File: config.mk
export PLATFORM = sky130hd
export DESIGN_NAME = qdac_ctrl
export DESIGN_NICKNAME = d
export VERILOG_FILES = /design/src/qdac_pkg.sv /design/src/qdac_ctrl.sv
export SDC_FILE = /design/constraint.sdc
export NUM_CORES = 1
export LEC_CHECK = 0
export ABC_AREA = 0
export BUFFER_PORTS_ARGS = -buffer_cell sky130_fd_sc_hd__buf_2
export CAP_MARGIN = 0
export CORE_UTILIZATION = 60
export CTS_CLUSTER_SIZE = 20
export DETAILED_ROUTE_END_ITERATION = 6
export PLACE_DENSITY = 0.91
export SYNTH_ARGS = -nofsm -noshare
export SYNTH_HDL_FRONTEND = slang
export SYNTH_SLANG_ARGS = --single-unit
File: constraint.sdc
create_clock -name core_clk -period 4.68 [get_ports core_clk]
set_input_delay 0.702 -clock core_clk [delete_from_list [all_inputs] [get_ports core_clk]]
set_output_delay 0.702 -clock core_clk [all_outputs]
set_load 0.02 [all_outputs]
File: src/qdac_pkg.sv
// Shared constants, types and register map for the quad converter serial load control.
package qdac_pkg;

	// Frame and channel geometry.
	localparam int unsigned NUM_CH     = 4;
	localparam int unsigned CODE_BITS  = 16;
	localparam int unsigned FRAME_BITS = 24;
	localparam logic [4:0]  FRAME_LEN  = 5'h18;

	// Frame field layout: command, channel field, data code.
	localparam int unsigned CMD_MSB  = 23;
	localparam int unsigned CMD_LSB  = 20;
	localparam int unsigned CHAN_MSB = 19;
	localparam int unsigned CHAN_LSB = 16;
	localparam int unsigned DATA_MSB = 15;

	// Frame commands.
	localparam logic [3:0] CMD_WRITE_INPUT  = 4'h1;
	localparam logic [3:0] CMD_UPDATE_DAC   = 4'h2;
	localparam logic [3:0] CMD_WRITE_UPDATE = 4'h3;
	localparam logic [3:0] CMD_READBACK     = 4'h9;

	// Scale codes.
	localparam logic [15:0] ZERO_CODE = 16'h0000;
	localparam logic [15:0] MID_CODE  = 16'h8000;

	// Register byte offsets.
	localparam logic [7:0] OFS_CTRL   = 8'h00;
	localparam logic [7:0] OFS_STATUS = 8'h04;
	localparam logic [7:0] OFS_FRAME  = 8'h08;
	localparam logic [7:0] OFS_INPUT  = 8'h10;
	localparam logic [7:0] OFS_DAC    = 8'h20;

	// Control register fields and reset value.
	localparam int unsigned CTRL_SYNC_BIT  = 0;
	localparam int unsigned CTRL_DAISY_BIT = 1;
	localparam logic [1:0]  CTRL_RESET     = 2'h0;

	// Bus responses.
	localparam logic [1:0] RESP_OKAY   = 2'h0;
	localparam logic [1:0] RESP_SLVERR = 2'h2;

	// Pin sampler bit positions and reset levels. The reset-pin stages start low, so
	// power-on waits until the real pin and strap levels have crossed the synchroniser.
	localparam int unsigned PIN_SCLK  = 0;
	localparam int unsigned PIN_FS    = 1;
	localparam int unsigned PIN_SIN   = 2;
	localparam int unsigned PIN_LOAD  = 3;
	localparam int unsigned PIN_CLR   = 4;
	localparam int unsigned PIN_LEVEL = 5;
	localparam int unsigned PIN_SPAN  = 6;
	localparam logic [6:0]  PIN_IDLE  = 7'h0b;

	typedef enum logic [1:0] {
		QDAC_ST_POR = 2'b00,
		QDAC_ST_RUN = 2'b01
	} qdac_state_e;

	typedef logic [3:0][15:0] qdac_codes_t;

	typedef struct packed {
		logic        awvalid;
		logic [31:0] awaddr;
		logic        wvalid;
		logic [31:0] wdata;
		logic [3:0]  wstrb;
		logic        bready;
		logic        arvalid;
		logic [31:0] araddr;
		logic        rready;
	} qdac_axi_req_s;

	typedef struct packed {
		logic        awready;
		logic        wready;
		logic        bvalid;
		logic [1:0]  bresp;
		logic        arready;
		logic        rvalid;
		logic [31:0] rdata;
		logic [1:0]  rresp;
	} qdac_axi_rsp_s;

endpackage : qdac_pkg

File: src/qdac_ctrl.sv
// Quad converter serial load control with pin sampling, frame decode and AXI4-Lite registers.
//
// Overview of operation
// - Four channels, each input and converter register.
// - Frame select low frames next 24 bits.
// - Serial input sampled on serial clock fall.
// - Input shift register is 24 bits wide.
// - Serial output launched on serial clock rise.
// - Serial output serves readback or daisy chain.
// - Load pin has asynchronous and synchronous modes.
// - Load low copies pending inputs to converters.
// - Load pin may be tied low permanently.
// - Span select sets all outputs' span.
// - Reset pin acts on falling edge, clock-free.
// - Load pulses ignored while reset pin low.
// - Reset loads both register sets to level.
// - Power-on waits while reset pin held low.
// - Power-up level: low zero, high midscale.
// - Zero scale all zeros, full scale ones.
//
// Chosen here: the register offsets and the AXI4-Lite interface to the registers.
`timescale 1ns/10ps

module qdac_ctrl (
	input  wire logic                   core_clk,           // System clock, 40 MHz.
	input  wire logic                   arst_n,             // Asynchronous reset, active low.
	input  wire logic                   serial_clk,         // Serial clock pin.
	input  wire logic                   frame_sel_n,        // Frame select pin, active low.
	input  wire logic                   serial_in,          // Serial data input pin.
	input  wire logic                   load_outputs_n,     // Load pin, active low.
	input  wire logic                   clear_n,            // Reset pin, active low.
	input  wire logic                   reset_level_select, // Reset level, high for midscale.
	input  wire logic                   span_select,        // Span pin, high for double span.
	output logic                        serial_out,         // Serial data output pin.
	output qdac_pkg::qdac_codes_t       dac_codes,          // Converter register codes A to D.
	output logic                        span_double,        // Double span selected.
	input  wire qdac_pkg::qdac_axi_req_s axi_req,           // AXI4-Lite master signals.
	output qdac_pkg::qdac_axi_rsp_s     axi_rsp             // AXI4-Lite slave signals.
);

	// Copies each masked channel from source to destination.
	function automatic qdac_pkg::qdac_codes_t copy_masked(
		input qdac_pkg::qdac_codes_t dst,
		input qdac_pkg::qdac_codes_t src,
		input logic [3:0]            mask
	);
		qdac_pkg::qdac_codes_t res;
		res = dst;
		for (int i = 0; i < qdac_pkg::NUM_CH; i++) begin
			if (mask[i]) begin
				res[i] = src[i];
			end
		end
		return res;
	endfunction : copy_masked

	// True when a byte offset names a register of this block.
	function automatic logic reg_mapped(input logic [31:0] addr);
		logic [7:0] ofs;
		ofs = addr[7:0];
		return (addr[31:8] == 24'h00_0000) && (ofs[1:0] == 2'h0)
			&& ((ofs == qdac_pkg::OFS_CTRL) || (ofs == qdac_pkg::OFS_STATUS)
			|| (ofs == qdac_pkg::OFS_FRAME)
			|| (ofs[7:4] == qdac_pkg::OFS_INPUT[7:4])
			|| (ofs[7:4] == qdac_pkg::OFS_DAC[7:4]));
	endfunction : reg_mapped

	logic [6:0]             pin_meta_reg;
	logic [6:0]             pin_sync_reg;
	logic [6:0]             pin_prev_reg;
	logic [6:0]             pin_raw;
	qdac_pkg::qdac_state_e  state_reg;
	qdac_pkg::qdac_state_e  state_next;
	logic [23:0]            shift_reg;
	logic [4:0]             bit_cnt_reg;
	logic [23:0]            rb_shift_reg;
	logic [1:0]             rb_sel_reg;
	logic                   rb_armed_reg;
	logic [23:0]            last_frame_reg;
	logic [7:0]             frame_cnt_reg;
	qdac_pkg::qdac_codes_t  input_reg;
	qdac_pkg::qdac_codes_t  input_next;
	qdac_pkg::qdac_codes_t  dac_reg;
	qdac_pkg::qdac_codes_t  dac_next;
	logic [3:0]             pend_reg;
	logic [3:0]             pend_next;
	logic [1:0]             ctrl_reg;
	logic                   serial_out_reg;
	logic                   span_reg;

	// Edges and levels of the sampled pins.
	wire sclk_fall   = pin_prev_reg[qdac_pkg::PIN_SCLK] & ~pin_sync_reg[qdac_pkg::PIN_SCLK];
	wire sclk_rise   = ~pin_prev_reg[qdac_pkg::PIN_SCLK] & pin_sync_reg[qdac_pkg::PIN_SCLK];
	wire frame_start = pin_prev_reg[qdac_pkg::PIN_FS] & ~pin_sync_reg[qdac_pkg::PIN_FS];
	wire frame_stop  = ~pin_prev_reg[qdac_pkg::PIN_FS] & pin_sync_reg[qdac_pkg::PIN_FS];
	wire frame_act   = ~pin_sync_reg[qdac_pkg::PIN_FS];
	wire clear_fall  = pin_prev_reg[qdac_pkg::PIN_CLR] & ~pin_sync_reg[qdac_pkg::PIN_CLR];
	wire clear_low   = ~pin_sync_reg[qdac_pkg::PIN_CLR];
	wire load_low    = ~pin_sync_reg[qdac_pkg::PIN_LOAD];
	wire running     = (state_reg == qdac_pkg::QDAC_ST_RUN);

	// Frame field decode; a frame counts only with at least 24 falls seen.
	wire        frame_ok   = frame_stop & running & (bit_cnt_reg == qdac_pkg::FRAME_LEN);
	wire [3:0]  frame_cmd  = shift_reg[qdac_pkg::CMD_MSB:qdac_pkg::CMD_LSB];
	wire [3:0]  frame_chan = shift_reg[qdac_pkg::CHAN_MSB:qdac_pkg::CHAN_LSB];
	wire [15:0] frame_data = shift_reg[qdac_pkg::DATA_MSB:0];
	wire        do_write   = frame_ok & ((frame_cmd == qdac_pkg::CMD_WRITE_INPUT)
		| (frame_cmd == qdac_pkg::CMD_WRITE_UPDATE));
	wire        do_update  = frame_ok & ((frame_cmd == qdac_pkg::CMD_UPDATE_DAC)
		| (frame_cmd == qdac_pkg::CMD_WRITE_UPDATE));
	wire        load_sync  = ctrl_reg[qdac_pkg::CTRL_SYNC_BIT];
	wire        daisy_mode = ctrl_reg[qdac_pkg::CTRL_DAISY_BIT];

	wire [15:0] reset_code = pin_sync_reg[qdac_pkg::PIN_LEVEL] ? qdac_pkg::MID_CODE
		: qdac_pkg::ZERO_CODE;
	wire qdac_pkg::qdac_codes_t reset_codes = {qdac_pkg::NUM_CH{reset_code}};

	// Readback word for the next frame; the unused top byte shifts out as zero.
	wire [23:0] rb_word = {8'h00, input_reg[rb_sel_reg]};

	assign pin_raw = {span_select, reset_level_select, clear_n, load_outputs_n,
		serial_in, frame_sel_n, serial_clk};

	// Every pin crosses through two flip-flops; the second stage and a third, kept for edge detection, feed logic.
	always_ff @(posedge core_clk or negedge arst_n) begin
		if (!arst_n) begin
			pin_meta_reg <= qdac_pkg::PIN_IDLE;
			pin_sync_reg <= qdac_pkg::PIN_IDLE;
			pin_prev_reg <= qdac_pkg::PIN_IDLE;
		end else begin
			pin_meta_reg <= pin_raw;
			pin_sync_reg <= pin_meta_reg;
			pin_prev_reg <= pin_sync_reg;
		end
	end

	// Power-on waits for the reset pin to be high, then takes the strap level once.
	always_comb begin
		state_next = state_reg;
		case (state_reg)
			qdac_pkg::QDAC_ST_POR: begin
				if (!clear_low) begin
					state_next = qdac_pkg::QDAC_ST_RUN;
				end
			end
			qdac_pkg::QDAC_ST_RUN: begin
				state_next = qdac_pkg::QDAC_ST_RUN;
			end
			default: begin
				state_next = qdac_pkg::QDAC_ST_POR;
			end
		endcase
	end

	// Next values of the input, converter and pending sets.
	always_comb begin
		input_next = input_reg;
		dac_next   = dac_reg;
		pend_next  = pend_reg;
		if (!running) begin
			if (!clear_low) begin
				input_next = reset_codes;
				dac_next   = reset_codes;
				pend_next  = 4'h0;
			end
		end else if (clear_fall) begin
			input_next = reset_codes;
			dac_next   = reset_codes;
			pend_next  = 4'h0;
		end else begin
			if (do_write) begin
				input_next = copy_masked(input_next, {qdac_pkg::NUM_CH{frame_data}},
					frame_chan);
				pend_next  = pend_next | frame_chan;
			end
			if (do_update) begin
				dac_next  = copy_masked(dac_next, input_next, frame_chan);
				pend_next = pend_next & ~frame_chan;
			end
			if (!clear_low && load_low && (!load_sync || frame_ok)) begin
				dac_next  = copy_masked(dac_next, input_next, pend_next);
				pend_next = 4'h0;
			end
		end
	end

	// Channel state and power-on sequencer.
	always_ff @(posedge core_clk or negedge arst_n) begin
		if (!arst_n) begin
			state_reg <= qdac_pkg::QDAC_ST_POR;
			input_reg <= '0;
			dac_reg   <= '0;
			pend_reg  <= 4'h0;
		end else begin
			state_reg <= state_next;
			input_reg <= input_next;
			dac_reg   <= dac_next;
			pend_reg  <= pend_next;
		end
	end

	// Input shift register and bit counter; extra falls beyond 24 are ignored.
	always_ff @(posedge core_clk or negedge arst_n) begin
		if (!arst_n) begin
			shift_reg   <= 24'h00_0000;
			bit_cnt_reg <= 5'h00;
		end else if (frame_start) begin
			bit_cnt_reg <= 5'h00;
		end else if (sclk_fall && frame_act && (bit_cnt_reg != qdac_pkg::FRAME_LEN)) begin
			shift_reg   <= {shift_reg[22:0], pin_sync_reg[qdac_pkg::PIN_SIN]};
			bit_cnt_reg <= bit_cnt_reg + 5'h01;
		end
	end

	// Readback selection and the word shifted out during the following frame.
	always_ff @(posedge core_clk or negedge arst_n) begin
		if (!arst_n) begin
			rb_shift_reg <= 24'h00_0000;
			rb_sel_reg   <= 2'h0;
			rb_armed_reg <= 1'b0;
		end else if (frame_ok && (frame_cmd == qdac_pkg::CMD_READBACK)) begin
			rb_sel_reg   <= frame_chan[1:0];
			rb_armed_reg <= 1'b1;
		end else if (frame_start) begin
			rb_shift_reg <= rb_armed_reg ? rb_word : 24'h00_0000;
			rb_armed_reg <= 1'b0;
		end else if (sclk_fall && frame_act) begin
			rb_shift_reg <= {rb_shift_reg[22:0], 1'b0};
		end
	end

	// Serial output; the first bit is presented at frame start, before the first fall.
	always_ff @(posedge core_clk or negedge arst_n) begin
		if (!arst_n) begin
			serial_out_reg <= 1'b0;
		end else if (frame_start) begin
			serial_out_reg <= daisy_mode ? shift_reg[23] : rb_word[23];
		end else if (sclk_rise && frame_act) begin
			serial_out_reg <= daisy_mode ? shift_reg[23] : rb_shift_reg[23];
		end
	end

	// Span and frame bookkeeping.
	always_ff @(posedge core_clk or negedge arst_n) begin
		if (!arst_n) begin
			span_reg       <= 1'b0;
			last_frame_reg <= 24'h00_0000;
			frame_cnt_reg  <= 8'h00;
		end else begin
			span_reg <= pin_sync_reg[qdac_pkg::PIN_SPAN];
			if (frame_ok) begin
				last_frame_reg <= shift_reg;
				frame_cnt_reg  <= frame_cnt_reg + 8'h01;
			end
		end
	end

	assign serial_out  = serial_out_reg;
	assign dac_codes   = dac_reg;
	assign span_double = span_reg;

	// AXI4-Lite slave state.
	logic        aw_have_reg;
	logic        w_have_reg;
	logic [31:0] awaddr_reg;
	logic [31:0] wdata_reg;
	logic [3:0]  wstrb_reg;
	logic        awready_reg;
	logic        wready_reg;
	logic        bvalid_reg;
	logic [1:0]  bresp_reg;
	logic        arready_reg;
	logic        rvalid_reg;
	logic [31:0] rdata_reg;
	logic [1:0]  rresp_reg;
	logic [31:0] rd_mux;

	// Handshakes and the write commit, which waits for address and data both.
	wire aw_hs   = axi_req.awvalid & awready_reg;
	wire w_hs    = axi_req.wvalid & wready_reg;
	wire b_hs    = bvalid_reg & axi_req.bready;
	wire ar_hs   = axi_req.arvalid & arready_reg;
	wire r_hs    = rvalid_reg & axi_req.rready;
	wire wr_go   = aw_have_reg & w_have_reg & ~bvalid_reg;
	wire wr_ctrl = wr_go & reg_mapped(awaddr_reg) & (awaddr_reg[7:0] == qdac_pkg::OFS_CTRL)
		& wstrb_reg[0];
	wire [7:0] rd_ofs = axi_req.araddr[7:0];

	// Read data selection on the low address byte; offsets matching no register or range read as zero, and unmapped addresses get an error response.
	always_comb begin
		rd_mux = 32'h0000_0000;
		if (rd_ofs == qdac_pkg::OFS_CTRL) begin
			rd_mux = {30'h0000_0000, ctrl_reg};
		end else if (rd_ofs == qdac_pkg::OFS_STATUS) begin
			rd_mux = {16'h0000, frame_cnt_reg, pend_reg, clear_low, span_reg, 1'b0, running};
		end else if (rd_ofs == qdac_pkg::OFS_FRAME) begin
			rd_mux = {8'h00, last_frame_reg};
		end else if (rd_ofs[7:4] == qdac_pkg::OFS_INPUT[7:4]) begin
			rd_mux = {16'h0000, input_reg[rd_ofs[3:2]]};
		end else if (rd_ofs[7:4] == qdac_pkg::OFS_DAC[7:4]) begin
			rd_mux = {16'h0000, dac_reg[rd_ofs[3:2]]};
		end
	end

	// Write channel: one write in flight, readies return after the response is taken.
	always_ff @(posedge core_clk or negedge arst_n) begin
		if (!arst_n) begin
			aw_have_reg <= 1'b0;
			w_have_reg  <= 1'b0;
			awaddr_reg  <= 32'h0000_0000;
			wdata_reg   <= 32'h0000_0000;
			wstrb_reg   <= 4'h0;
			awready_reg <= 1'b1;
			wready_reg  <= 1'b1;
			bvalid_reg  <= 1'b0;
			bresp_reg   <= qdac_pkg::RESP_OKAY;
			ctrl_reg    <= qdac_pkg::CTRL_RESET;
		end else begin
			if (aw_hs) begin
				aw_have_reg <= 1'b1;
				awaddr_reg  <= axi_req.awaddr;
				awready_reg <= 1'b0;
			end
			if (w_hs) begin
				w_have_reg <= 1'b1;
				wdata_reg  <= axi_req.wdata;
				wstrb_reg  <= axi_req.wstrb;
				wready_reg <= 1'b0;
			end
			if (wr_go) begin
				aw_have_reg <= 1'b0;
				w_have_reg  <= 1'b0;
				bvalid_reg  <= 1'b1;
				bresp_reg   <= reg_mapped(awaddr_reg) ? qdac_pkg::RESP_OKAY
					: qdac_pkg::RESP_SLVERR;
			end
			if (wr_ctrl) begin
				ctrl_reg <= wdata_reg[1:0];
			end
			if (b_hs) begin
				bvalid_reg  <= 1'b0;
				awready_reg <= 1'b1;
				wready_reg  <= 1'b1;
			end
		end
	end

	// Read channel: data is captured at the address handshake and answered next cycle.
	always_ff @(posedge core_clk or negedge arst_n) begin
		if (!arst_n) begin
			arready_reg <= 1'b1;
			rvalid_reg  <= 1'b0;
			rdata_reg   <= 32'h0000_0000;
			rresp_reg   <= qdac_pkg::RESP_OKAY;
		end else if (ar_hs) begin
			arready_reg <= 1'b0;
			rvalid_reg  <= 1'b1;
			rdata_reg   <= rd_mux;
			rresp_reg   <= reg_mapped(axi_req.araddr) ? qdac_pkg::RESP_OKAY
				: qdac_pkg::RESP_SLVERR;
		end else if (r_hs) begin
			arready_reg <= 1'b1;
			rvalid_reg  <= 1'b0;
		end
	end

	assign axi_rsp.awready = awready_reg;
	assign axi_rsp.wready  = wready_reg;
	assign axi_rsp.bvalid  = bvalid_reg;
	assign axi_rsp.bresp   = bresp_reg;
	assign axi_rsp.arready = arready_reg;
	assign axi_rsp.rvalid  = rvalid_reg;
	assign axi_rsp.rdata   = rdata_reg;
	assign axi_rsp.rresp   = rresp_reg;

endmodule : qdac_ctrl

==> reports/qor.csv, run 1 <==
metric,value,unit
ys_types,61,
hold_buffers,0,
setup_ws,1240,ps
vias,11127,
seq_area,7770,µm²
synthTopCellsByArea,"dfrtp_1 52%, mux4_2 7.5%, mux2_2 6.2%",
clkLatencyLatePin,570,ps
cts_setup_buffers,0,
synthCells,1166,
gp_congestion,0.901,
die_area,24700,µm²
critPathCaptureType,register,
synth_top_area_share,51.9,%
rsz0062_at_grt,false,
layout_worst_path_cycle_share,73.6,%
finalWirelength,40.5,mm
mostFrequentLayoutCells,"299 x dfrtp_1, 176 x buf_2, 148 x nand2_1",
drt-initial-drc-count,1209,
start_util,61.2,%
clockBufferDepth,3,
final_common_cell,dfrtp_1,
critPathMaxFanout,22,
placementRows,56,
netlist_area,14400,µm²
path_class,register to register,
cp-start-kind,register,
wl_per_cell,24.6,µm
max_stage_delay,800,ps
numPortBuffers,177,
worstPathArrival,3920,ps
hold_violations,0,
worst_path_dominant_cell_family,compound AO/OA/AOI/OAI gates,
setup_viol,0,
grt_pass1_vias,11234,
first_pass_iters,6,
chipHeight,157,µm
ys_warn_count,0,
synth_area_leader_cell,dfrtp_1,
crit_buf_inv,1,
multi_input_area,6170,µm²
worst_ir_drop_vdd,0.000409,V
antenna_found_initial,0,
fillers,1533,
grt_overflow,0,
drive_gt1_share,32.1,%
place_ws,1390,ps
power.density,402,nW/µm²
cts-root-buf,clkbuf_16,
synthArstFlopShare,100,%
critical_path.cell_chain,inv_1 > ha_1 > and4b_2 > nand4_4 > a221oi_1 > o21ai_2 > o2bb2ai_1,
outcome,completed,
power,6.66,mW
nets,1421,
diodes,0,
ctsResizeCount,0,
synth-seq-cells,310,
synth_edf_count,0,
grt_pass1_wl,62.6,mm
dp_hpwl,25.2,mm
core,23500,µm²
tns,0,ps
vias_per_cell,6.76,
yosysSeqAreaShare,53.9,%
cp_slowest_cell,a221oi_1,
route.detailed.drc,0,
fp.dieW,157,µm
synth_flop_cell,dfrtp_1,
cts_tree,yes,
layout_min_cycle_time,3440,ps
finClkSkew,19.3,ps
worst_pin_slew,1270,ps
fmax,0.290,GHz
detail-route-antenna-nets,0,
cts_inserted_buffers,31,
clkTransAtPathRegs,60,ps
hp-class,input port to register,
p_leak,7.90,nW
cts.sinks,310,
maxSlewHeadroom,14.9,%
ios,221,
grt_max_degree,129,
crit_required,5150,ps
syn_avg_cell_area,12.4,µm²
htreeDepth,1,
areaGrowthSynthToFinish,15.0,%
slew_viol_final,0,
drv_cap,0,
grt_usage,33.7,%
-- worst paths after layout --
| kind | startpoint | end | slack (ps) | cells after the start |
|---|---|---|---|---|
| setup / recovery | bit_cnt_reg[0] | dac_codes[7] | 1240 | 7 |
| hold / removal | load_outputs_n | pin_meta_reg[3] | 250 | 1 |
| setup reg to reg | bit_cnt_reg[0] | dac_codes[7] | 1240 | 7 |
| hold reg to reg | pin_meta_reg[3] | pin_sync_reg[3] | 360 | 0 |
| max in group asynchronous | arst_n | dac_codes[8] | 3240 | 2 |
| min in group asynchronous | arst_n | rdata_reg[16] | 280 | 1 |
-- routing by layer --
| layer | GRT usage (%) | up-vias | wire [µm] |
|---|---|---|---|
| li1 | - | 4603 | - |
| met1 | 43.9 | 5531 | 14700 |
| met2 | 51.7 | 784 | 19000 |
| met3 | 7.13 | 209 | 4240 |
| met4 | 21.4 | 0 | 2620 |
| met5 | 0 | - | 0 |
-- logic make-up after synthesis --
| kind of cell | count (synthesis) | share of synthesized area [%] |
|---|---|---|
| flip-flops | 310 | 53.9 |
| AND/OR/NAND/NOR | 289 | 9.97 |
| AO/OA/AOI/OAI | 242 | 13.2 |
| multiplexers | 190 | 18.0 |
| buffers and inverters | 120 | 3.97 |
| XOR/XNOR | 11 | 0.668 |
| adder cells (fa/ha/maj) | 3 | 0.260 |
| other | 1 | 0.0260 |
-- cell usage after synthesis, types with 22 or more instances --
cell	n
a22o_1	61
buf_2	22
clkbuf_1	56
dfrtp_1	299
mux2_2	79
mux2i_1	63
mux4_2	48
nand2_1	148
nor2_1	28
nor3_1	24
o21ai_0	37
o2bb2ai_1	64
-- layout make-up --
cell class,instances,share of cell area (%)
clock inverters,16,1.33
multi-input cells,745,37.2
inverters,15,0.340
flip-flops and latches,310,46.9
clock buffers,40,5.25
well taps,319,2.41
repair buffers,201,6.57
-- power by group --
group          switching (mW)  internal (mW)  total (mW)
Combinational           0.468          0.352       0.820
Sequential              0.232           2.96        3.20
Clock                    1.06           1.58        2.65
Total                    1.76           4.90        6.66
-- stage by stage --
step	area, µm²	instances	hold slack, ps	util, %
after floorplan	14500	1175	331	-
after global placement	15500	1590	337	65.8
after detailed placement	15500	1590	336	65.8
after CTS	16600	1646	234	70.4
after global routing	16600	1646	238	70.4
final	16600	1646	248	70.4
No activity file was read; power rests on OpenSTA's default activity.
==> inputs of run 2 (changes only) <==
--- a/config.mk
+++ b/config.mk
@@ -8,10 +8,10 @@
 export ABC_AREA = 0
 export BUFFER_PORTS_ARGS = -buffer_cell sky130_fd_sc_hd__buf_2
 export CAP_MARGIN = 0
-export CORE_UTILIZATION = 60
+export CORE_UTILIZATION = 52
 export CTS_CLUSTER_SIZE = 20
 export DETAILED_ROUTE_END_ITERATION = 6
-export PLACE_DENSITY = 0.91
+export PLACE_DENSITY = 0.84
 export SYNTH_ARGS = -nofsm -noshare
 export SYNTH_HDL_FRONTEND = slang
 export SYNTH_SLANG_ARGS = --single-unit
==> constraint.sdc (replaced) <==
create_clock -name core_clk -period 2.8 [get_ports core_clk]
set_input_delay 0.42 -clock core_clk [delete_from_list [all_inputs] [get_ports core_clk]]
set_output_delay 0.42 -clock core_clk [all_outputs]
set_load 0.02 [all_outputs]
==> reports/qor.csv, run 2 (synthesis results as in run 1) <==
metric,value,unit
outcome,completed,
worst_ir_drop_vdd,0.000682,V
tns,0,ps
path_class,register to register,
critical_path.cell_chain,inv_1 > ha_1 > and4b_2 > buf_4 > nand4_1 > a221oi_2 > o21ai_1 > buf_4 > o2bb2ai_1,
hold_depth,2,
cp-start-kind,register,
vias,10906,
r2r_slack,230,ps
start_util,53.2,%
mostFrequentLayoutCells,"299 x dfrtp_1, 176 x buf_2, 148 x nand2_1",
cts_tree,yes,
first_pass_iters,5,
die_area,28400,µm²
multi_input_area,6140,µm²
clockBufferDepth,3,
final_common_cell,dfrtp_1,
reg2reg_from,bit_cnt_reg[0],
layout_min_cycle_time,2570,ps
min_to,awready_reg,
power.density,642,nW/µm²
worstPathArrival,3030,ps
finClkSkew,12.6,ps
nets,1468,
gp_congestion,0.927,
fin_cells,1744,
diodes,0,
critPathCaptureType,register,
grt_pass1_wl,62.6,mm
cpMostUsedCell,buf_4,
detail-route-antenna-nets,0,
dp_hpwl,26.7,mm
antenna_found_initial,0,
p_leak,8.10,nW
ios,221,
clkLatencyLatePin,560,ps
cp_slowest_cell,a221oi_2,
crit_required,3270,ps
slew_viol_final,0,
core,27100,µm²
hold_violations,0,
htreeDepth,1,
drive_gt1_share,32.9,%
cts-root-buf,clkbuf_16,
cts_inserted_buffers,31,
fp.dieW,169,µm
worst_pin_slew,1010,ps
drv_cap,0,
crit_buf_inv,3,
max_stage_delay,440,ps
worst_path_dominant_cell_family,compound AO/OA/AOI/OAI gates,
setup_viol,0,
numPortBuffers,177,
post-route-util,62.5,%
maxSlewHeadroom,32.5,%
grt_pass1_vias,11112,
post-place-cells,1682,
power,10.9,mW
r2r.worst_path.cells,9,
layout_worst_path_cycle_share,91.7,%
cts.sinks,310,
grt_usage,28.8,%
vias_per_cell,6.25,
r2r_end,dac_codes[40],
grt_overflow,0,
fmax,0.390,GHz
seq_area,7770,µm²
clkTransAtPathRegs,60,ps
cts_setup_buffers,0,
route.detailed.drc,0,
wl_per_cell,23.0,µm
placementRows,60,
rsz0062_at_grt,false,
crit_start,bit_cnt_reg[0],
min_from,axi_req[104],
chipHeight,169,µm
drt-initial-drc-count,908,
critPathMaxFanout,21,
areaGrowthSynthToFinish,17.6,%
hp-class,input port to register,
grt_max_degree,92,
fillers,2026,
finalWirelength,40.1,mm
==> run 2: cell count changes in the layout (fill, tap and decap cells not counted), sizes merged <==
| cell | delta |
|---|---|
| buf | +39 |
| dlygate4sd3 | +8 |
| clkbuf | +4 |
| clkinvlp | -3 |
| bufinv | -2 |
| inv | -1 |
==> run 2: power by group <==
part | total (mW) | switching [mW] | internal, mW | leakage (nW)
clock | 4.16 | 1.73 | 2.43 | 0.497
combinational | 1.40 | 0.782 | 0.616 | 3.46
sequential | 5.33 | 0.371 | 4.95 | 4.14
total | 10.9 | 2.89 | 8.00 | 8.10
==> run 2: worst max-delay path by stage <==
stage	end	slack [ps]	cells past startpoint
2_1_floorplan	shift_reg[0]	470	8
3_3_place_gp	input_reg[54]	150	7
3_5_place_dp	input_reg[58]	60	7
4_1_cts	dac_codes[40]	300	9
5_1_grt	dac_codes[40]	80	9
6_report	dac_codes[40]	230	9
==> run 2: final cells by class <==
cell class | count | share of cell area, %
clock buffers | 44 | 5.16
clock inverters | 10 | 0.760
inverters | 15 | 0.332
multi-input cells | 745 | 36.2
flip-flops and latches | 310 | 45.9
well taps | 372 | 2.75
repair buffers | 248 | 8.92
==> run 2: what timing repair did <==
action,4_1_cts,5_1_grt
setup endpoints to repair,1,0
resized for setup,1,0
hold buffers,8,0
endpoints found under the hold margin,46,0
==> run 2: per-stage QoR <==
stage	hold slack [ps]	cell area, µm²	worst slack, ps
2_1_floorplan	124	14500	466
3_3_place_gp	335	15900	150
3_5_place_dp	336	15900	56.9
4_1_cts	16.7	16900	300
5_1_grt	26.4	16900	79.4
6_report	25.4	16900	234
==> run 2: per-layer routing <==
metal	track usage, %	wire [µm]	part of all wire (%)	vias to the layer above
li1	-	-	-	4707
met1	37.8	15300	38	5481
met2	46.5	19300	48	594
met3	6.01	3780	9.4	124
met4	13.0	1750	4.4	0
met5	0	0	0	-
==> inputs of run 3 (changes only) <==
--- a/config.mk
+++ b/config.mk
@@ -12,6 +12,7 @@
 export CTS_CLUSTER_SIZE = 20
 export DETAILED_ROUTE_END_ITERATION = 6
 export PLACE_DENSITY = 0.84
+export RECOVER_POWER = 100
 export SYNTH_ARGS = -nofsm -noshare
 export SYNTH_HDL_FRONTEND = slang
 export SYNTH_SLANG_ARGS = --single-unit
==> reports/qor.csv, run 3 (synthesis results as in run 1) <==
metric,value,unit
clkLatencyLatePin,560,ps
fp.dieW,169,µm
vias,10881,
diodes,0,
min_from,axi_req[104],
fin_cells,1744,
crit_buf_inv,2,
detail-route-antenna-nets,0,
cts-root-buf,clkbuf_16,
max_stage_delay,1170,ps
hp-class,input port to register,
worst_ir_drop_vdd,0.000684,V
setup_ws,58.5,ps
power,10.8,mW
path_class,input port to register,
grt_pass1_vias,11112,
drt-initial-drc-count,866,
worst_pin_slew,1650,ps
power.density,650,nW/µm²
cp-start-kind,input port,
layout_worst_path_cycle_share,97.9,%
finalWirelength,40.1,mm
antenna_found_initial,0,
cp_slowest_cell,clkbuf_1,
placed_area,15900,µm²
failed_checks,"max-capacitance violations, max-slew violations",
chipHeight,169,µm
r2r_end,input_reg[23],
drv_cap,2,
cts_tree,yes,
min_to,awready_reg,
numPortBuffers,177,
p_leak,7.62,nW
hold_violations,0,
dp_hpwl,26.7,mm
post-place-cells,1682,
cts.sinks,310,
fillers,2125,
ios,221,
final_common_cell,dfrtp_1,
worstPathArrival,3160,ps
critPathCaptureType,register,
grt_pass1_wl,62.6,mm
slew_viol_final,58,
die_area,28400,µm²
mostFrequentLayoutCells,"299 x dfrtp_1, 148 x nand2_1, 120 x clkbuf_1",
clockBufferDepth,3,
placementRows,60,
route.detailed.drc,0,
hold_depth,2,
hold_ws,28.7,ps
maxSlewHeadroom,-10.3,%
wl_per_cell,23.0,µm
critPathMaxFanout,23,
rsz0062_at_grt,false,
grt_max_degree,92,
grt_overflow,0,
outcome,"finished, violations left",
start_util,53.2,%
r2r.worst_path.cells,8,
reg2reg_from,bit_cnt_reg[0],
place_ws,56.9,ps
final_area,16600,µm²
critical_path.cell_chain,clkbuf_1 > buf_4 > mux4_2 > mux2_2 > a221oi_1 > nor3_1,
fmax,0.365,GHz
areaGrowthSynthToFinish,15.5,%
vias_per_cell,6.24,
core,27100,µm²
htreeDepth,1,
crit_required,3220,ps
post-route-util,61.4,%
cts_setup_buffers,0,
grt_usage,28.8,%
tns,0,ps
r2r_slack,190,ps
clkTransAtPathRegs,60,ps
gp_congestion,0.927,
drive_gt1_share,23.4,%
setup_viol,0,
worst_path_dominant_cell_family,buffers and inverters,
nets,1468,
layout_min_cycle_time,2740,ps
cts_inserted_buffers,31,
first_pass_iters,6,
finClkSkew,14.0,ps
run 3: cell count changes in the layout (fill, tap and decap cells not counted), sizes merged:
cell,previous run,this run
buf,240,116
clkbuf,44,168
run 3: area by class of cell:
cell class	count	area, µm²	area share, %
flip-flops and latches	310	7770	46.7
repair buffers	248	1270	7.61
multi-input cells	745	6080	36.6
inverters	15	56.3	0.338
well taps	372	465	2.80
clock inverters	10	129	0.774
clock buffers	44	875	5.25
run 3: what timing repair did:
item	4_1_cts	5_1_grt
hold endpoints to repair	46	0
resized for setup	1	0
endpoints found under the setup margin	1	0
hold buffers	8	0
run 3: per-layer routing:
metal / part of all wire (%) / global-route usage, % / vias up
met5: 0 / 0 / -
met4: 4.3 / 13.0 / 0
met3: 9.0 / 6.01 / 124
met2: 48 / 46.5 / 573
met1: 38 / 37.8 / 5485
li1: - / - / 4699
run 3: worst reg2reg max path, cell delays in order (launching register included):
cell     delay [ps]
dfrtp_1         390
inv_1           100
ha_1            170
and4b_2         250
buf_4           230
nand4_1         250
nor2_1          670
buf_4           320
a22o_1          160
run 3: how the worst max path moves through the flow:
stage / startpoint / end / slack (ps) / cells after the start
2_1_floorplan: bit_cnt_reg[0] / shift_reg[0] / 470 / 8
3_3_place_gp: bit_cnt_reg[0] / input_reg[54] / 150 / 7
3_5_place_dp: bit_cnt_reg[0] / input_reg[58] / 60 / 7
4_1_cts: bit_cnt_reg[0] / dac_codes[40] / 300 / 9
5_1_grt: bit_cnt_reg[0] / input_reg[25] / 60 / 8
6_report: axi_req[4] / rdata_reg[8] / 60 / 6
run 3: report_power, final:
| group | internal [mW] | switching (mW) | total, mW | leakage, nW |
|---|---|---|---|---|
| Combinational | 0.561 | 0.775 | 1.34 | 2.99 |
| Clock | 2.43 | 1.73 | 4.16 | 0.497 |
| Sequential | 4.95 | 0.378 | 5.33 | 4.14 |
| Total | 7.94 | 2.89 | 10.8 | 7.62 |
